--- src/hdl/adc_cfg_pkg.sv ---
// Package for the converter configuration and test register bank.
// Assumes one clock and pre-decoded byte register accesses.
package adc_cfg_pkg;

  // ----------------------------------------------------------------
  // Register addresses
  // ----------------------------------------------------------------
  localparam logic [12:0] ADDR_PORT_CONFIG = 13'h0000;
  localparam logic [12:0] ADDR_CORE_SELECT = 13'h0010;
  localparam logic [12:0] ADDR_POWER_DOWN = 13'h0025;
  localparam logic [12:0] ADDR_SKEW_TRIM = 13'h0070;
  localparam logic [12:0] ADDR_CLOCK_ADVANCE = 13'h0071;
  localparam logic [12:0] ADDR_DIVIDER = 13'h0072;
  localparam logic [12:0] ADDR_STYLE_PRIMARY = 13'h0073;
  localparam logic [12:0] ADDR_STYLE_SECONDARY = 13'h0074;
  localparam logic [12:0] ADDR_LOOP_STATE = 13'h0075;
  localparam logic [12:0] ADDR_TEST_CONTROL = 13'h00C0;
  localparam logic [12:0] ADDR_WORD_ONE_LOW = 13'h00C2;
  localparam logic [12:0] ADDR_WORD_ONE_HIGH = 13'h00C3;
  localparam logic [12:0] ADDR_WORD_TWO_LOW = 13'h00C4;
  localparam logic [12:0] ADDR_WORD_TWO_HIGH = 13'h00C5;

  // ----------------------------------------------------------------
  // Field positions and reset values
  // ----------------------------------------------------------------
  localparam int SOFT_RESET_BIT = 5;
  localparam int LOOP_RANGE_BIT = 6;
  localparam int DDR_ENABLE_BIT = 4;
  localparam logic [7:0] RESET_ZERO = 8'h00;
  localparam logic [7:0] RESET_SKEW = 8'h80;
  localparam logic [7:0] NO_CORE_CODE = 8'hAD;
  localparam logic [1:0] CORE_ZERO = 2'h1;
  localparam logic [1:0] CORE_ONE = 2'h2;
  localparam int TEST_SYNC_STAGES = 2;

  // ----------------------------------------------------------------
  // Override codes shared by the three-bit select fields
  // ----------------------------------------------------------------
  localparam logic [2:0] CODE_PIN = 3'h0;
  localparam logic [2:0] CODE_ONE = 3'h1;
  localparam logic [2:0] CODE_TWO = 3'h2;
  localparam logic [2:0] CODE_FOUR = 3'h4;

  // ----------------------------------------------------------------
  // Test pattern codes and fixed words
  // ----------------------------------------------------------------
  localparam logic [3:0] PAT_OFF = 4'h0;
  localparam logic [3:0] PAT_MID = 4'h1;
  localparam logic [3:0] PAT_ONES = 4'h2;
  localparam logic [3:0] PAT_ZEROS = 4'h3;
  localparam logic [3:0] PAT_CHECKER = 4'h4;
  localparam logic [3:0] PAT_ONE_ZERO = 4'h7;
  localparam logic [3:0] PAT_USER = 4'h8;
  localparam logic [1:0] TEST_STATIC = 2'h0;
  localparam logic [1:0] TEST_ALTERNATE = 2'h1;
  localparam logic [15:0] WORD_MID = 16'h8000;
  localparam logic [15:0] WORD_ONES = 16'hFFFF;
  localparam logic [15:0] WORD_ZEROS = 16'h0000;
  localparam logic [15:0] WORD_CHECK_A = 16'hAAAA;
  localparam logic [15:0] WORD_CHECK_B = 16'h5555;

  // ----------------------------------------------------------------
  // Types
  // ----------------------------------------------------------------
  typedef enum logic [1:0] {
    POWER_NORMAL = 2'b00,
    POWER_NAP = 2'b01,
    POWER_SLEEP = 2'b10
  } power_state_t;

  typedef enum logic [1:0] {
    DRIVE_DIFF_2MA = 2'b00,
    DRIVE_DIFF_3MA = 2'b01,
    DRIVE_CMOS = 2'b10
  } drive_style_t;

  typedef enum logic [1:0] {
    CODING_TWOS = 2'b00,
    CODING_GRAY = 2'b01,
    CODING_OFFSET = 2'b10
  } coding_t;

  typedef struct packed {
    logic wr;
    logic rd;
    logic [12:0] addr;
    logic [7:0] wdata;
  } reg_req_t;

  typedef struct packed {
    logic [3:0] pattern;
    logic [1:0] mode;
    logic [15:0] word_one;
    logic [15:0] word_two;
  } test_cfg_t;

endpackage : adc_cfg_pkg

--- src/hdl/adc_config_test_register_bank.sv ---
// Configuration and test register bank of a dual-core interleaved converter.
// Assumes pre-decoded byte register accesses from the serial port.
//
// Summary of operation
// - Power-down field: 000 pin, 001 normal, 010 nap, 100 sleep.
// - Soft reset leaves power-down, divider and primary output style registers alone.
// - Register power-down hits only the selected core; pin setting hits both cores.
// - Eight-bit skew trim, resets to 0x80, 0x00 minimum delay, 0xFF maximum.
// - In divide-by-two, an advance forces the divided clock high, so its edges slip one input cycle only if it was already high.
// - Divider field: 000 pin, 001 divide by one, 010 divide by two; 100 forbidden.
// - Output style bits 7:5: pin, 2mA differential, 3mA differential, single-ended CMOS.
// - Coding bits 2:0: pin, two's complement, Gray code, offset binary.
// - Loop-range bit 6 selects fast by default, or slow.
// - DDR and loop range follow the loop-state register alone, which each secondary style write updates.
// - Test output drives one fixed word, or two words on alternating phases.
// - Test enable is recognised late, so the pattern appears after several cycles.
// - Test mode bits 7:6: 0 static, 1 alternate, other codes reserved.
// - Pattern nibble selects off, midscale, ones, zeros, checkerboard, one/zero, user words.
// - Each user word is built from a low-byte and a high-byte register.
// - Indexed accesses hit only the core chosen at 0x10; none after reset.
// - Soft-reset bit returns every non-exempt register to its default.
`timescale 1ns/1ps
module adc_config_test_register_bank
  import adc_cfg_pkg::*;
#(
  parameter int WORD_WIDTH = 16,
  parameter int CORES = 2
) (
  // Clock and reset
  input wire logic clock,
  input wire logic resetn,
  // Register access from the serial port
  input adc_cfg_pkg::reg_req_t reg_req,
  output logic [7:0] reg_rdata,
  output logic reg_rvalid,
  // Tri-level pin settings, resolved to codes
  input wire logic [1:0] power_state_select_pin,
  input wire logic divisor_select_pin,
  input wire logic [1:0] output_style_select_pin,
  input wire logic [1:0] coding_select_pin,
  // Core controls
  output adc_cfg_pkg::power_state_t core_power [CORES],
  output logic [7:0] core_skew_trim,
  output logic divide_by_two,
  output logic divided_clock,
  // Output controls
  output adc_cfg_pkg::drive_style_t drive_style,
  output adc_cfg_pkg::coding_t coding,
  output logic ddr_enable,
  output logic loop_range_slow,
  // Data path
  input wire logic [WORD_WIDTH-1:0] sample_word,
  output logic [WORD_WIDTH-1:0] out_word,
  output logic test_active
);

  // ----------------------------------------------------------------
  // Storage
  // ----------------------------------------------------------------
  logic [7:0] port_config_q;
  logic [1:0] core_select_q;
  logic [7:0] power_down_q [CORES];
  logic [7:0] skew_q;
  logic [7:0] advance_q;
  logic [7:0] divider_q;
  logic [7:0] style_primary_q;
  logic [7:0] style_secondary_q;
  logic [7:0] loop_state_q;
  logic [7:0] test_control_q;
  logic [7:0] word_one_low_q;
  logic [7:0] word_one_high_q;
  logic [7:0] word_two_low_q;
  logic [7:0] word_two_high_q;
  logic divided_q;
  logic soft_reset;
  logic advance_cmd;
  logic [7:0] read_d;
  test_cfg_t test_cfg;

  // ----------------------------------------------------------------
  // Decode helpers
  // ----------------------------------------------------------------
  function automatic logic write_to(input reg_req_t req, input logic [12:0] addr);
    write_to = req.wr && (req.addr == addr);
  endfunction : write_to

  function automatic power_state_t power_decode(input logic [7:0] field, input logic [1:0] pin);
    case (field[2:0])
      CODE_ONE: power_decode = POWER_NORMAL;
      CODE_TWO: power_decode = POWER_NAP;
      CODE_FOUR: power_decode = POWER_SLEEP;
      default: power_decode = power_state_t'(pin);
    endcase
  endfunction : power_decode

  function automatic logic core_hit(input logic [1:0] sel, input int core);
    core_hit = (core == 0) ? (sel == CORE_ZERO) : (sel == CORE_ONE);
  endfunction : core_hit

  // Soft reset is a one-cycle effect of the write; the bit itself does not stick
  assign soft_reset = write_to(reg_req, ADDR_PORT_CONFIG) && reg_req.wdata[SOFT_RESET_BIT];

  // ----------------------------------------------------------------
  // Port configuration and core select
  // ----------------------------------------------------------------
  always_ff @(posedge clock or negedge resetn) begin
    if (!resetn) begin
      port_config_q <= RESET_ZERO;
    end else if (soft_reset) begin
      port_config_q <= RESET_ZERO;
    end else if (write_to(reg_req, ADDR_PORT_CONFIG)) begin
      port_config_q <= reg_req.wdata;
    end
  end

  always_ff @(posedge clock or negedge resetn) begin
    if (!resetn) begin
      core_select_q <= 2'h0;
    end else if (soft_reset) begin
      core_select_q <= 2'h0;
    end else if (write_to(reg_req, ADDR_CORE_SELECT)) begin
      core_select_q <= reg_req.wdata[1:0];
    end
  end

  // ----------------------------------------------------------------
  // Exempt overrides: power-down, divider, primary output style
  // ----------------------------------------------------------------
  // No soft reset term here on purpose
  for (genvar c = 0; c < CORES; c++) begin : g_core
    always_ff @(posedge clock or negedge resetn) begin
      if (!resetn) begin
        power_down_q[c] <= RESET_ZERO;
      end else if (write_to(reg_req, ADDR_POWER_DOWN) && core_hit(core_select_q, c)) begin
        power_down_q[c] <= reg_req.wdata;
      end
    end
    assign core_power[c] = power_decode(power_down_q[c], power_state_select_pin);
  end

  always_ff @(posedge clock or negedge resetn) begin
    if (!resetn) begin
      divider_q <= RESET_ZERO;
      style_primary_q <= RESET_ZERO;
    end else begin
      if (write_to(reg_req, ADDR_DIVIDER)) begin
        divider_q <= reg_req.wdata;
      end
      if (write_to(reg_req, ADDR_STYLE_PRIMARY)) begin
        style_primary_q <= reg_req.wdata;
      end
    end
  end

  // ----------------------------------------------------------------
  // Skew trim
  // ----------------------------------------------------------------
  always_ff @(posedge clock or negedge resetn) begin
    if (!resetn) begin
      skew_q <= RESET_SKEW;
    end else if (soft_reset) begin
      skew_q <= RESET_SKEW;
    end else if (write_to(reg_req, ADDR_SKEW_TRIM)) begin
      skew_q <= reg_req.wdata;
    end
  end

  assign core_skew_trim = skew_q;

  // ----------------------------------------------------------------
  // Divider selection and divided clock
  // ----------------------------------------------------------------
  always_comb begin
    case (divider_q[2:0])
      CODE_ONE: divide_by_two = 1'b0;
      CODE_TWO: divide_by_two = 1'b1;
      // The forbidden code falls back to the pin rather than guessing
      default: divide_by_two = divisor_select_pin;
    endcase
  end

  // Advance fires on a one written after a stored zero, never on a repeated one
  assign advance_cmd = write_to(reg_req, ADDR_CLOCK_ADVANCE) && reg_req.wdata[0] && !advance_q[0];

  always_ff @(posedge clock or negedge resetn) begin
    if (!resetn) begin
      advance_q <= RESET_ZERO;
    end else if (soft_reset) begin
      advance_q <= RESET_ZERO;
    end else if (write_to(reg_req, ADDR_CLOCK_ADVANCE)) begin
      advance_q <= reg_req.wdata;
    end
  end

  always_ff @(posedge clock or negedge resetn) begin
    if (!resetn) begin
      divided_q <= 1'b0;
    end else if (!divide_by_two) begin
      divided_q <= 1'b0;
    end else if (advance_cmd) begin
      divided_q <= 1'b1;
    end else begin
      divided_q <= ~divided_q;
    end
  end

  // Divide by one passes the input clock phase; only a marker is given here
  assign divided_clock = divided_q;

  // ----------------------------------------------------------------
  // Output style and coding
  // ----------------------------------------------------------------
  always_comb begin
    case (style_primary_q[7:5])
      CODE_ONE: drive_style = DRIVE_DIFF_2MA;
      CODE_TWO: drive_style = DRIVE_DIFF_3MA;
      CODE_FOUR: drive_style = DRIVE_CMOS;
      default: drive_style = drive_style_t'(output_style_select_pin);
    endcase
  end

  always_comb begin
    case (style_primary_q[2:0])
      CODE_ONE: coding = CODING_TWOS;
      CODE_TWO: coding = CODING_GRAY;
      CODE_FOUR: coding = CODING_OFFSET;
      default: coding = coding_t'(coding_select_pin);
    endcase
  end

  // ----------------------------------------------------------------
  // DDR and loop range
  // ----------------------------------------------------------------
  // Loop state holds the effective setting; a write of (old ^ state ^ want) lands on want
  always_ff @(posedge clock or negedge resetn) begin
    if (!resetn) begin
      style_secondary_q <= RESET_ZERO;
      loop_state_q <= RESET_ZERO;
    end else if (soft_reset) begin
      style_secondary_q <= RESET_ZERO;
      loop_state_q <= RESET_ZERO;
    end else if (write_to(reg_req, ADDR_STYLE_SECONDARY)) begin
      style_secondary_q <= reg_req.wdata;
      loop_state_q <= reg_req.wdata ^ style_secondary_q ^ loop_state_q;
    end
  end

  assign loop_range_slow = loop_state_q[LOOP_RANGE_BIT];
  assign ddr_enable = loop_state_q[DDR_ENABLE_BIT];

  // ----------------------------------------------------------------
  // Test pattern registers
  // ----------------------------------------------------------------
  always_ff @(posedge clock or negedge resetn) begin
    if (!resetn) begin
      test_control_q <= RESET_ZERO;
      word_one_low_q <= RESET_ZERO;
      word_one_high_q <= RESET_ZERO;
      word_two_low_q <= RESET_ZERO;
      word_two_high_q <= RESET_ZERO;
    end else if (soft_reset) begin
      test_control_q <= RESET_ZERO;
      word_one_low_q <= RESET_ZERO;
      word_one_high_q <= RESET_ZERO;
      word_two_low_q <= RESET_ZERO;
      word_two_high_q <= RESET_ZERO;
    end else begin
      if (write_to(reg_req, ADDR_TEST_CONTROL)) begin
        test_control_q <= reg_req.wdata;
      end
      if (write_to(reg_req, ADDR_WORD_ONE_LOW)) begin
        word_one_low_q <= reg_req.wdata;
      end
      if (write_to(reg_req, ADDR_WORD_ONE_HIGH)) begin
        word_one_high_q <= reg_req.wdata;
      end
      if (write_to(reg_req, ADDR_WORD_TWO_LOW)) begin
        word_two_low_q <= reg_req.wdata;
      end
      if (write_to(reg_req, ADDR_WORD_TWO_HIGH)) begin
        word_two_high_q <= reg_req.wdata;
      end
    end
  end

  assign test_cfg.pattern = test_control_q[3:0];
  assign test_cfg.mode = test_control_q[7:6];
  assign test_cfg.word_one = {word_one_high_q, word_one_low_q};
  assign test_cfg.word_two = {word_two_high_q, word_two_low_q};

  test_word_gen #(
    .WIDTH(WORD_WIDTH)
  ) u_test_word_gen (
    .clock(clock),
    .resetn(resetn),
    .cfg(test_cfg),
    .sample_word(sample_word),
    .out_word(out_word),
    .test_active(test_active)
  );

  // ----------------------------------------------------------------
  // Read back
  // ----------------------------------------------------------------
  always_comb begin
    case (reg_req.addr)
      ADDR_PORT_CONFIG: read_d = port_config_q;
      ADDR_CORE_SELECT: read_d = {6'h00, core_select_q};
      ADDR_POWER_DOWN: begin
        // Indexed read with no valid core returns the error code
        if (core_select_q == CORE_ZERO) begin
          read_d = power_down_q[0];
        end else if (core_select_q == CORE_ONE) begin
          read_d = power_down_q[1];
        end else begin
          read_d = NO_CORE_CODE;
        end
      end
      ADDR_SKEW_TRIM: read_d = skew_q;
      ADDR_CLOCK_ADVANCE: read_d = advance_q;
      ADDR_DIVIDER: read_d = divider_q;
      ADDR_STYLE_PRIMARY: read_d = style_primary_q;
      ADDR_STYLE_SECONDARY: read_d = style_secondary_q;
      ADDR_LOOP_STATE: read_d = loop_state_q;
      ADDR_TEST_CONTROL: read_d = test_control_q;
      ADDR_WORD_ONE_LOW: read_d = word_one_low_q;
      ADDR_WORD_ONE_HIGH: read_d = word_one_high_q;
      ADDR_WORD_TWO_LOW: read_d = word_two_low_q;
      ADDR_WORD_TWO_HIGH: read_d = word_two_high_q;
      default: read_d = RESET_ZERO;
    endcase
  end

  always_ff @(posedge clock or negedge resetn) begin
    if (!resetn) begin
      reg_rdata <= RESET_ZERO;
      reg_rvalid <= 1'b0;
    end else begin
      reg_rvalid <= reg_req.rd;
      if (reg_req.rd) begin
        reg_rdata <= read_d;
      end
    end
  end

endmodule : adc_config_test_register_bank

--- src/hdl/test_word_gen.sv ---
// Output test word generator between the register bank and the output bus.
// Assumes the configuration may change at any time.
`timescale 1ns/1ps
module test_word_gen
  import adc_cfg_pkg::*;
#(
  parameter int WIDTH = 16
) (
  // Clock and reset
  input wire logic clock,
  input wire logic resetn,
  // Configuration
  input adc_cfg_pkg::test_cfg_t cfg,
  // Data path
  input wire logic [WIDTH-1:0] sample_word,
  output logic [WIDTH-1:0] out_word,
  output logic test_active
);

  logic [TEST_SYNC_STAGES-1:0] enable_sync_q;
  logic phase_q;
  logic [WIDTH-1:0] word_one;
  logic [WIDTH-1:0] word_two;
  logic pattern_valid;
  logic alternate;

  // ----------------------------------------------------------------
  // Pattern words
  // ----------------------------------------------------------------
  always_comb begin
    pattern_valid = 1'b1;
    alternate = 1'b0;
    word_one = WORD_ZEROS;
    word_two = WORD_ZEROS;
    case (cfg.pattern)
      PAT_MID: word_one = WORD_MID;
      PAT_ONES: word_one = WORD_ONES;
      PAT_ZEROS: word_one = WORD_ZEROS;
      PAT_CHECKER: begin
        word_one = WORD_CHECK_A;
        word_two = WORD_CHECK_B;
        alternate = 1'b1;
      end
      PAT_ONE_ZERO: begin
        word_one = WORD_ONES;
        word_two = WORD_ZEROS;
        alternate = 1'b1;
      end
      PAT_USER: begin
        word_one = cfg.word_one;
        word_two = cfg.word_two;
        alternate = (cfg.mode == TEST_ALTERNATE);
      end
      default: pattern_valid = 1'b0;
    endcase
  end

  // ----------------------------------------------------------------
  // Enable recognition
  // ----------------------------------------------------------------
  // Enable crosses into the sample path; test_active lags by the stage count, the pattern on out_word by one cycle more
  always_ff @(posedge clock or negedge resetn) begin
    if (!resetn) begin
      enable_sync_q <= '0;
    end else begin
      enable_sync_q <= {enable_sync_q[TEST_SYNC_STAGES-2:0], pattern_valid};
    end
  end

  assign test_active = enable_sync_q[TEST_SYNC_STAGES-1];

  // ----------------------------------------------------------------
  // Output bus
  // ----------------------------------------------------------------
  always_ff @(posedge clock or negedge resetn) begin
    if (!resetn) begin
      phase_q <= 1'b0;
    end else if (test_active) begin
      phase_q <= ~phase_q;
    end else begin
      phase_q <= 1'b0;
    end
  end

  always_ff @(posedge clock or negedge resetn) begin
    if (!resetn) begin
      out_word <= '0;
    end else if (!test_active) begin
      out_word <= sample_word;
    end else if (alternate && phase_q) begin
      out_word <= word_two;
    end else begin
      out_word <= word_one;
    end
  end

endmodule : test_word_gen

--- config.mk ---
export PLATFORM = sky130hd
export DESIGN_NAME = adc_config_test_register_bank
export DESIGN_NICKNAME = d
export VERILOG_FILES = /design/src/hdl/adc_cfg_pkg.sv /design/src/hdl/adc_config_test_register_bank.sv /design/src/hdl/test_word_gen.sv
export SDC_FILE = /design/constraint.sdc
export NUM_CORES = 1
export LEC_CHECK = 0
export ABC_AREA = 1
export BUFFER_PORTS_ARGS = -buffer_cell sky130_fd_sc_hd__buf_4
export CAP_MARGIN = 20
export CORE_AREA = 3 3 129 143
export CTS_CLUSTER_DIAMETER = 50
export DETAILED_ROUTE_END_ITERATION = 8
export DIE_AREA = 0 0 132 146
export GPL_TIMING_DRIVEN = 0
export PLACE_DENSITY_LB_ADDON = 0.15
export SYNTH_ARGS = -nofsm -noshare
export SYNTH_HDL_FRONTEND = slang
export SYNTH_SLANG_ARGS = --single-unit
--- constraint.sdc ---
create_clock -name clock -period 2.7 [get_ports clock]
set_clock_uncertainty 0.2 [all_clocks]
set_input_delay 0.405 -clock clock [delete_from_list [all_inputs] [get_ports clock]]
set_output_delay 0.405 -clock clock [all_outputs]
set_load 0.01 [all_outputs]
; After elaboration in Yosys (flattened, before gate mapping)
; Index checks and enable logic that the tools add are counted.
[op_classes]
reduce_logical = 34
mux = 39
n_eq_ne = 36
bitwise = 4
[op_table]
columns = cell, count
row1 = $mux W8, 22
row2 = $pmux W8 S14, 1
row3 = $eq A13 B7 Y1 const B, 6
row4 = $eq A13 B8 Y1 const B, 5
row5 = $pmux W16 S4, 1
row6 = $mux W16, 2
row7 = $pmux W16 S2, 1
row8 = $pmux W2 S3, 4
row9 = $reduce_bool A2 Y1, 10
row10 = $logic_and A1 B1 Y1, 19
row11 = $xor A8 B8 Y8, 2
row12 = $eq A3 B1 Y1 const B, 5
row13 = $eq A3 B2 Y1 const B, 5
row14 = $eq A13 B5 Y1 const B, 1
row15 = $eq A13 B6 Y1 const B, 1
row16 = $logic_not A13 Y1, 1
row17 = $eq A3 B3 Y1 const B, 4
row18 = $eq A4 B2 Y1 const B, 2
row19 = $eq A4 B3 Y1 const B, 2
row20 = $reduce_or A6 Y1, 1
row21 = $eq A2 B1 Y1 const B, 2
row22 = $eq A4 B1 Y1 const B, 1
row23 = $eq A4 B4 Y1 const B, 1
row24 = $mux W1, 4
row25 = 6 further kinds, 10
[totals]
out_inout_bits = 46
in_bits = 48
word_cells = 134
reg_bits = 143

; Longest topological paths before layout
; Gate-level depths: netlist of run 1.
[depth]
ltp_word = 6
mapped_depth = 13

; Cells and area by module
; Synthesis of run 1 repeated with hierarchy kept, for this count alone.
[unflattened]
cells_unflattened = 1083
hier_area_um2 = 7942.6
[by_module_without_submodules]
columns = module, instances, area_each_um2, cells_per_inst
row1 = adc_config_test_register_bank, 1, 6546.3, 860
row2 = test_word_gen, 1, 1396.3, 223

; Worst setup path before layout of run 1
; Ideal clock, no wire load.
[synth_timing]
path_type = input to register
startpoint = in reg_req[17] (netlist bit)
endpoint = reg advance_q[4]
path_stages = 12
t_arrival_ps = 1577
t_required_ps = 2374
slack_ps = 797
path_cell_list = nor2_1 -> nand2_1 -> nor2_4 -> nand2_4 -> nor2_4 -> nand2_4 -> buf_6 -> nand2_1 -> inv_2 -> buf_6 -> nand2_1 -> o21ai_2
[synth_via]
elab_chain_len = 4
word_cells_on_any_way = 7
[synth_rtl]
columns = item, line_no
row1 = start: declaration, adc_config_test_register_bank.sv:33  ; input adc_cfg_pkg::reg_req_t reg_req,
row2 = $logic_not A13 Y1, adc_config_test_register_bank.sv:84  ; write_to = req.wr && (req.addr == addr);
row3 = $logic_and A1 B1 Y1, adc_config_test_register_bank.sv:84
row4 = $logic_and A1 B1 Y1, adc_config_test_register_bank.sv:101  ; assign soft_reset = write_to(reg_req, ADDR_PORT_CONFIG) && reg_req.wdata[SOFT_RESET_BIT];
row5 = $mux W8 / $reduce_bool A2 Y1 (equally long branches), --
row6 = end signal: assignment, adc_config_test_register_bank.sv:191  ; advance_q <= reg_req.wdata;
row7 = end: declaration, adc_config_test_register_bank.sv:64  ; logic [7:0] advance_q;
; Parallel ways exist; a longest one is shown, timed or not.
; A chain may end at the register's enable or synchronous reset.

; Worst setup path in the final report of run 1
[layout_timing]
startpoint = reg test_control_q[1]
endpoint = reg u_test_word_gen.out_word[9]
[layout_via]
elab_chain_len = 6
word_cells_on_any_way = 13
[layout_rtl]
columns = item, line_no
row1 = start: declaration, adc_config_test_register_bank.sv:69  ; logic [7:0] test_control_q;
row2 = start signal: assignment, adc_config_test_register_bank.sv:269  ; test_control_q <= reg_req.wdata;
row3 = $eq A4 B3 Y1, test_word_gen.sv:35  ; case (cfg.pattern)
row4 = $reduce_or A2 Y1 (no source line), --
row5 = $pmux W1 S2, test_word_gen.sv:35
row6 = $logic_and A1 B1 Y1, test_word_gen.sv:90  ; end else if (alternate && phase_q) begin
row7 = $mux W16 *, test_word_gen.sv:90
row8 = $mux W16 *, test_word_gen.sv:88  ; end else if (!test_active) begin
row9 = end signal: assignment, test_word_gen.sv:89  ; out_word <= sample_word;
row10 = end signal: assignment, test_word_gen.sv:91  ; out_word <= word_two;
row11 = end signal: assignment, test_word_gen.sv:93  ; out_word <= word_one;
row12 = end: declaration, test_word_gen.sv:16  ; output logic [WIDTH-1:0] out_word,
; Every way passes the cells marked *; elsewhere a longest branch is shown, timed or not.

==> results.md, run 1 <==
- Status: finished clean
- Skew-Pair Late Insertion Delay: around 440 ps
- Distinct cell type count after synthesis: 30
- Congestion Overflow GR: 0
- Final Hold Viols: 0
- Synthesized net count: ~1100
- Htree depth: 4
- Max-capacitance violation count: 0
- CP Data Arrival Time: approximately 2400 ps
- Pint: 3940 uW
- Fillers: about 1700
- Worst hold start: sample_word[13]
- Number of diodes: 0
- Slew Viols, Final: 0
- Worst r2r dst: u_test_word_gen.out_word[9]
- Slew Limit Headroom: a little over half
- Final setup fails: 0
- Die H: approximately 150 um
- Largest regs: power_down_q (16), u_test_word_gen.out_word (16)
- Vias: between 7000 and 8000
- Pre-Repair DR Iteration Count: 5
- Pleak: between 0.004 and 0.005 uW
- Final core occ: a little under three fifths
- Total track usage: between 20% and 30%
- Share of the synthesized area in the top cell type: a little under half
- Worst reg2reg path depth: 9
- CTS Root Cell: clkbuf_16
- Clock share of power: 51.5%
- Synth top area cells: dfrtp_1, nand2_1, nand3_1, o21ai_0, inv_1
- Num CTS Buffers: 17
- Core footprint: 17100 um^2
- Tmin final: between 2000 and 2500 ps
- Worst R2R Setup Slack: ~460 ps
- DRC: 0
- #FFs+latches synth: between 100 and 150
- Initial Util: approximately 45%
- Fin nets: about 1200
- Worst-margin pin slew: roughly 720 ps
- Crit-path max FO: 10
- Sequential share of power: ~43%
- Number of global-route vias before repair: 6662
- Syn-to-layout area delta: 23.3%
- Final worst-path cycle share: just over 80%
- CP endpoint kind: flip-flop
- Syn_area_per_cell: between 7 and 8 um^2
- VDD IR max: 0.398 mV
- First-pass GRT wire length: approximately 37 mm
- Initial antenna violation count: 0
- ANT nets after route: 0
- Synth Warn #: 0
- Critical path data required time: 2810 ps
- Reg2reg start: test_control_q[1]
- Critical path launch point type: flip-flop
- Post-Synthesis Cells: between 1000 and 1500
- Switching power: roughly 1200 uW
- CTS tree: yes
- Gpl congestion: 0.892
- I/O Buffers: just over 90
- Netlist Area Pre-Place: 7630 um^2
- Part of the Yosys area used for sequential elements: between 40% and 50%
- Clock-pin slew on the worst setup and hold paths: roughly 60 ps
- Power Density: roughly 540 nW/um^2
- Fmax: between 0.4 and 0.5 GHz
- CP Capture Point: u_test_word_gen.out_word[9]
- Worst setup path start: test_control_q[1]
- Layout cells sized above 1: approximately 17%
- I/O pins: 94
- Dpl hpwl: around 17 mm
- Worst Hold Class: input pin to flip-flop
- Combinational share of power: 5.9%
- Post_cts resized: 0
- CP Class: flip-flop to flip-flop
- Largest net degree at the start of global routing: 76
- Power Total: roughly 5000 uW
- CTS Buffer Depth: 2
- Die area: 19300 um^2
- DIE WIDTH: between 100 and 150 um
- Drt via density: a little over 5
- Iteration-0 DRC Markers: roughly 520
- Drt total wl: roughly 23 mm
- Fin Setup TNS: 0 ps
- Row count: 50
- CTS Sinks: roughly 140
- Leading area contributor after synthesis: dfrtp_1
- Wire per inst: 16.7 um
- RSZ-0062 raised after global routing: false
- Net switching fraction of the power: between 20 and 25%
## metal layers
metal	vias up	global-route usage, %	routed length [um]
li1	3530	-	-
met4	0	9.77	716
met5	-	0	0
met1	3328	32.4	10100
met2	251	39.5	11100
met3	51	4.05	1250
## through the flow
| stage | cells | worst slack, ps | instance area [um^2] | hold WS [ps] |
|---|---|---|---|---|
| after floorplan | 1021 | 797 | 7630 | -90.6 |
| after global placement | 1348 | 153 | 8620 | 134 |
| after detailed placement | 1349 | 109 | 8660 | 135 |
| after CTS | 1391 | 473 | 9410 | 15.8 |
| after global routing | 1391 | 234 | 9410 | 19.8 |
| final | 1391 | 462 | 9410 | 15.0 |
## cell families after synthesis
kind of cell           Yosys count  share of synthesized area, %
buffers and inverters          156                          8.74
AND/OR/NAND/NOR                547                          31.2
AO/OA/AOI/OAI                  167                          12.2
XOR/XNOR                         8                         0.918
flip-flops                     143                          46.9
## power groups by stage
stage	clock network [uW]	logic (uW)	registers, uW
2_1_floorplan	0	89.6	2220
3_3_place_gp	0	285	2210
3_5_place_dp	0	291	2210
4_1_cts	2640	305	2170
5_1_grt	2730	328	2170
6_report	2630	299	2170
## synthesized netlist by cell type (all sizes together)
cell and n:
clkbuf 10, o21a 8, a21oi 43, inv 120, xor2 7, nand2 336
dfstp 1, nor2 60, o21ai 114, dfrtp 142, o211ai 1, nor3 12
nor4 2, buf 26, and2 1, xnor2 1, nand4 10, o22ai 1
nand3 126
## critical path: stages (launching register included)
cell,delay (ps)
dfrtp_1,430
nor2_1,140
inv_1,80
nor2_2,220
nor2_1,110
o21ai_2,170
nand2_2,230
buf_2,240
a21oi_1,200
a21oi_1,90
## how the worst min path moves through the flow
stage | cells after the start | end
after floorplan | 0 | advance_q[0]
after global placement | 0 | u_test_word_gen.enable_sync_q[1]
after detailed placement | 0 | u_test_word_gen.enable_sync_q[1]
after CTS | 3 | u_test_word_gen.out_word[13]
after global routing | 3 | u_test_word_gen.out_word[15]
final | 3 | u_test_word_gen.out_word[13]
## timing repair
item,in CTS,in global routing
buffers inserted,0,0
endpoints found under the hold margin,83,0
hold buffers,10,0
## cell usage in the layout, fill, tap and decap left out, types with 2 or more instances in the layout
master         count
a21oi_1           43
buf_2             14
buf_4             97
buf_6              7
bufinv_16          5
clkbuf_1          11
clkbuf_16         17
clkinv_4           2
clkinvlp_4         4
dfrtp_1          142
dlygate4sd3_1     10
inv_1            116
inv_2              4
nand2_1          329
nand2_2            5
nand2_4            2
nand3_1          126
nand4_1            9
nor2_1            48
nor2_2             6
nor2_4             6
nor3_1            12
nor4_4             2
o21a_1             8
o21ai_0           88
o21ai_1            6
o21ai_2           20
xor2_1             7
## area by class of cell
type                            instances  area (um^2)  area share [%]
Sequential cell                       143         3580            38.0
Multi-Input combinational cell        722         3390            36.0
Timing Repair Buffer                  104          830            8.82
Inverter                              120          450            4.79
Clock buffer                           19          443            4.71
Tap cell                              234          293            3.11
Buffer                                 36          216            2.30
Clock inverter                         13          211            2.25
No activity file was read; power rests on OpenSTA's default activity.
==> inputs of run 2 (changes only) <==
clock period = 1.85 ns   (was 2.7 ns; I/O delays follow)
==> run 2 against run 1 <==
Against the previous run: clock-buffer cell count unchanged; critical path type is now flip-flop to primary output; critical endpoint is now core_power[2]; via count increased by 3.4%; first-iteration DRC count increased by 4.0%; register-to-register slack got worse by 420 ps; highest routed layer unchanged; die area unchanged; sequential power increased by 46%; core utilization increased by 5.2 points; the flow now finishes with violations (setup timing).
==> results.md, run 2 (synthesis gave the netlist of run 1 again) <==
- Crit-path max FO: 3
- CTS Root Cell: clkbuf_16
- Worst Hold Class: input pin to flip-flop
- Skew-Pair Late Insertion Delay: between 400 and 500 ps
- Leading cell type in the layout, fill and taps excluded: nand2_1
- CP most frequent cell: nand3_2
- Layout cells sized above 1: 27.7%
- CTS Sinks: ~140
- CP Class: flip-flop to primary output
- Hold Slack: approximately 12 ps
- Final setup fails: 3
- CP endpoint kind: primary output
- Net switching fraction of the power: a little under a quarter
- Drt via density: 5.13
- Pleak: about 0.0051 uW
- Final Hold Viols: 0
- Drt total wl: between 20 and 25 mm
- Pre-Repair DR Iteration Count: 5
- CP max stage delay: approximately 420 ps
- Cell count after placement: about 1300
- Congestion Overflow GR: 0
- Buffers & Inverters on Critical Path: 2
- Power Density: between 700 and 800 nW/um^2
- Worst path cell trace: inv_2 -> nand3_2 -> nand3_2 -> o21ai_1 -> buf_4
- I/O Buffers: 93
- Fillers: approximately 1600
- Sequential share of power: roughly 42%
- Pint: approximately 5800 uW
- First-pass GRT wire length: between 30 and 40 mm
- Worst-margin pin slew: between 700 and 800 ps
- Htree depth: 4
- I/O pins: 94
- Wire per inst: roughly 17 um
- Initial Util: between 40% and 50%
- Gpl congestion: 0.892
- DRC: 0
- Largest regs: power_down_q (16), u_test_word_gen.out_word (16)
- Cell Count, Final, Fillers Out: 1443
- Combinational share of power: 6.6%
- Number of global-route vias before repair: 6871
- Most frequent cells in the layout: nand2_1, dfrtp_1, buf_4
- Fin Setup TNS: -103 ps
- Syn-to-layout area delta: 34.9%
- DIE WIDTH: approximately 130 um
- Clock-pin slew on the worst setup and hold paths: ~60 ps
- Fin nets: 1244
- Total track usage: roughly a quarter
- ANT nets after route: 0
- CTS Buffer Depth: 2
- Iteration-0 DRC Markers: 545
- Core footprint: around 17000 um^2
- Slew Viols, Final: 0
- RSZ-0062 raised after global routing: true
- Critical path data required time: between 1000 and 1500 ps
- Critical path's slowest cell: dfrtp_1
- Critical path launch point type: flip-flop
- Slew Limit Headroom: roughly half
- Largest net degree at the start of global routing: 76
- Die area: 19300 um^2
- Clock share of power: about half
- Setup ws final: -64.7 ps
- Num CTS Buffers: 17
- CP Data Arrival Time: 1440 ps
- Pre-CTS setup slack: -613 ps
- Final worst-path cycle share: 103%
- Switching power: 1700 uW
- Max-capacitance violation count: 0
- Die H: 146 um
- Dpl hpwl: ~17 mm
- Row count: 50
- Initial antenna violation count: 0
- Violated checks: setup timing
- Status: complete, but fails checks
- Number of diodes: 0
- CTS tree: yes
- Tmin final: ~1900 ps
- Vias: between 7000 and 8000
- Fmax: ~0.52 GHz
- VDD IR max: approximately 0.62 mV
- Worst path top cell family by delay: flip-flops
[run 2: power groups by stage]
| stage | Combinational [uW] | Clock [uW] | Sequential, uW |
|---|---|---|---|
| global route | 541 | 3980 | 3170 |
| detailed placement | 425 | 0 | 3230 |
| finish | 497 | 3820 | 3170 |
| floorplan | 131 | 0 | 3240 |
| CTS | 482 | 3850 | 3170 |
| global placement | 416 | 0 | 3230 |
[run 2: what timing repair did]
item | 4_1_cts | 5_1_grt
hold buffers | 25 | 0
endpoints found under the setup margin | 107 | 74
hold endpoints to repair | 102 | 0
buffers inserted | 15 | 21
gates cloned | 0 | 1
pin swaps | 5 | 41
gates resized for setup | 43 | 109
[run 2: final cells by class]
class	count	area (um^2)	share of cell area (%)
multi-input combinational	723	3780	36.7
sequential	143	3580	34.8
timing repair buffer	155	1280	12.4
inverter	120	450	4.37
clock buffer	19	443	4.30
tap	234	293	2.84
buffer	36	259	2.51
clock inverter	13	211	2.05
[run 2: metal layers]
layer,share of wire (%),track usage (%),vias to the layer above,routed length (um)
met3,5.0,4.05,55,1210
met4,3.1,10.7,0,751
met5,0,0,-,0
li1,-,-,3641,-
met1,43,32.4,3457,10500
met2,49,40.8,254,12000
[run 2: worst paths after layout]
kind | startpoint | endpoint | slack, ps | cells past startpoint
min in group asynchronous | resetn | word_one_high_q[2] | 230 | 2
max in group asynchronous | resetn | core_skew_trim[7] | 380 | 3
max reg2reg | core_select_q[1] | reg_rdata[7] | 40 | 11
min | reg_req[22] | test_control_q[5] | 10 | 3
min reg2reg | u_test_word_gen.enable_sync_q[0] | u_test_word_gen.enable_sync_q[1] | 150 | 0
max | power_down_q[9] | core_power[2] | -60 | 5
[run 2: worst min-delay path, delay by kind of cell]
kind	cells	cell delay, ps
AO/OA/AOI/OAI	1	90
buffers and inverters	1	130
AND/OR/NAND/NOR	1	90
[run 2: through the flow]
| stage | total power [uW] | utilization, % | area (um^2) |
|---|---|---|---|
| 2_1_floorplan | 3370 | - | 7630 |
| 3_3_place_gp | 3640 | 50.5 | 8620 |
| 3_5_place_dp | 3650 | 50.7 | 8660 |
| 4_1_cts | 7500 | 57.4 | 9800 |
| 5_1_grt | 7690 | 60.3 | 10300 |
| 6_report | 7490 | 60.3 | 10300 |
==> inputs of run 3 (changes only) <==
PLACE_DENSITY = 0.66   (was not set)
PLACE_DENSITY_LB_ADDON = not set   (was 0.15)
==> run 3 against run 2 <==
Against the previous run: the run still ends with setup timing left; register-to-register slack barely moved; combinational power fell by 0.8%; core utilization fell by 0.87 points; critical path type unchanged; critical endpoint is now core_power[0]; largest cell class unchanged.
==> results.md, run 3 (synthesis gave the netlist of run 1 again) <==
- Die H: about 150 um
- Worst path cell trace: inv_2 -> nand3_2 -> nand3_4 -> o21ai_1 -> buf_4
- Largest net degree at the start of global routing: 94
- Worst Hold Class: input pin to flip-flop
- Worst Hold End: style_secondary_q[5]
- Critical path launch point type: flip-flop
- Total track usage: 24.9%
- CP Class: flip-flop to primary output
- CTS Buffer Depth: 2
- Setup ws final: -46.4 ps
- Row count: 50
- Leading cell type in the layout, fill and taps excluded: nand2_1
- Critical path data required time: ~1400 ps
- Slew Limit Headroom: between 50% and 60%
- RSZ-0062 raised after global routing: true
- Placed cell area: 8660 um^2
- Worst r2r dst: reg_rdata[7]
- Violated checks: setup timing
- Slew Viols, Final: 0
- CTS tree: yes
- I/O Buffers: between 90 and 100
- Drt total wl: 24.0 mm
- Status: complete, but fails checks
- Vias: 7459
- Fillers: around 1600
- Core footprint: 17100 um^2
- CTS Sinks: 143
- Pleak: 0.00505 uW
- Gpl congestion: approximately 0.91
- Syn-to-layout area delta: 33.0%
- Hold path cells: 3
- First-pass GRT wire length: 37.8 mm
- Design area: ~10000 um^2
- Max-capacitance violation count: 0
- Drt via density: around 5.2
- CTS Root Cell: clkbuf_16
- Initial Util: ~45%
- ANT nets after route: 0
- Fin nets: around 1200
- Congestion Overflow GR: 0
- Fmax: 0.527 GHz
- CP Data Arrival Time: 1420 ps
- Fin Setup TNS: -56.4 ps
- Iteration-0 DRC Markers: about 600
- DIE WIDTH: 132 um
- VDD IR max: 0.639 mV
- Final worst-path cycle share: 103%
- Skew-Pair Late Insertion Delay: between 400 and 500 ps
- Clock-pin slew on the worst setup and hold paths: 60 ps
- Worst reg2reg path depth: 12
- Number of global-route vias before repair: a little under 7000
- Dpl hpwl: ~17 mm
- Worst R2R Setup Slack: 50 ps
- Critical path's slowest cell: dfrtp_1
- CP endpoint kind: primary output
- Layout cells sized above 1: between 20% and 30%
- Crit-path max FO: 3
- Die area: 19300 um^2
- Num CTS Buffers: 17
- Wire per inst: 16.6 um
- Largest regs: power_down_q (16), u_test_word_gen.out_word (16)
- Power Density: approximately 690 nW/um^2
- DRC: 0
- Most frequent cells in the layout: nand2_1, dfrtp_1, buf_4
- Final core occ: between 50% and 60%
- Htree depth: 4
- Final Hold Viols: 0
- Worst hold start: reg_req[22]
- CP max stage delay: approximately 430 ps
- Final setup fails: 3
- Pre-Repair DR Iteration Count: 5
- Number of diodes: 0
- I/O pins: between 90 and 100
- Tmin final: 1900 ps
- Worst-margin pin slew: 727 ps
- Initial antenna violation count: 0
- Reg2reg start: core_select_q[1]
## run 3: cell types whose count changed in the layout (fill, tap and decap cells not counted), moves of 2 or more
| cell | previous run | this run |
|---|---|---|
| buf_2 | 7 | 10 |
| nand2_2 | 20 | 17 |
| inv_1 | 96 | 99 |
| nand2_4 | 9 | 6 |
| clkinv_2 | 1 | 5 |
| inv_2 | 24 | 21 |
| buf_6 | 16 | 11 |
| nand2_1 | 307 | 313 |
| nand3_4 | 0 | 2 |
| dlygate4sd3_1 | 25 | 28 |
| nand3_2 | 22 | 17 |
| bufinv_16 | 5 | 2 |
| nand3_1 | 104 | 107 |
## run 3: final cells by class
cell class / instances / area (um^2) / share of cell area [%]
multi-input combinational: 723 / 3750 / 36.9
sequential: 143 / 3580 / 35.3
timing repair buffer: 155 / 1260 / 12.5
clock buffer: 20 / 457 / 4.50
inverter: 120 / 450 / 4.44
tap: 234 / 293 / 2.88
buffer: 35 / 236 / 2.33
clock inverter: 11 / 116 / 1.15
## run 3: report_power, final
part | leakage (uW) | switching, uW | internal, uW
Sequential | 0.00187 | 14.9 | 3160
Combinational | 0.00291 | 292 | 201
Clock | 0.000277 | 1330 | 2030
Total | 0.00505 | 1640 | 5390
## run 3: routing by layer
layer / track usage (%) / up-vias / share of wire (%)
met5: 0 / - / 0
met4: 9.51 / 0 / 2.7
met3: 4.32 / 39 / 5.0
met2: 41.9 / 236 / 50
met1: 32.2 / 3545 / 42
li1: - / 3639 / -
## run 3: timing repair
action / CTS / global route
gates cloned: 0 / 1
endpoints found under the setup margin: 103 / 112
pin swaps: 4 / 22
hold endpoints to repair: 83 / 0
hold buffers: 28 / 0
setup buffers: 18 / 15
resized for setup: 46 / 83
## run 3: stage by stage
step	power, uW	setup slack [ps]	hold WS, ps	instances
after detailed placement	3650	-594	60.4	1349
after global routing	7260	-85.8	99.2	1441
after CTS	7060	-74.0	54.3	1426
after global placement	3640	-561	135	1348
after floorplan	3370	46.9	-218	1021
final	7030	-46.4	83.3	1441
## run 3: critical path, delay by kind of cell, from the launching register on
| kind | cells | cell delay (ps) |
|---|---|---|
| AND/OR/NAND/NOR | 2 | 180 |
| buffers and inverters | 2 | 230 |
| AO/OA/AOI/OAI | 1 | 150 |
| flip-flops | 1 | 430 |
## run 3: worst max-delay path by stage
stage | from | end | slack [ps] | depth (start not counted)
3_5_place_dp | reg_req[17] | style_secondary_q[2] | -590 | 10
5_1_grt | power_down_q[2] | core_power[0] | -90 | 5
3_3_place_gp | reg_req[11] | style_secondary_q[2] | -560 | 10
4_1_cts | reg_req[17] | test_control_q[6] | -70 | 10
2_1_floorplan | test_control_q[0] | u_test_word_gen.out_word[0] | 50 | 8
6_report | power_down_q[2] | core_power[0] | -50 | 5
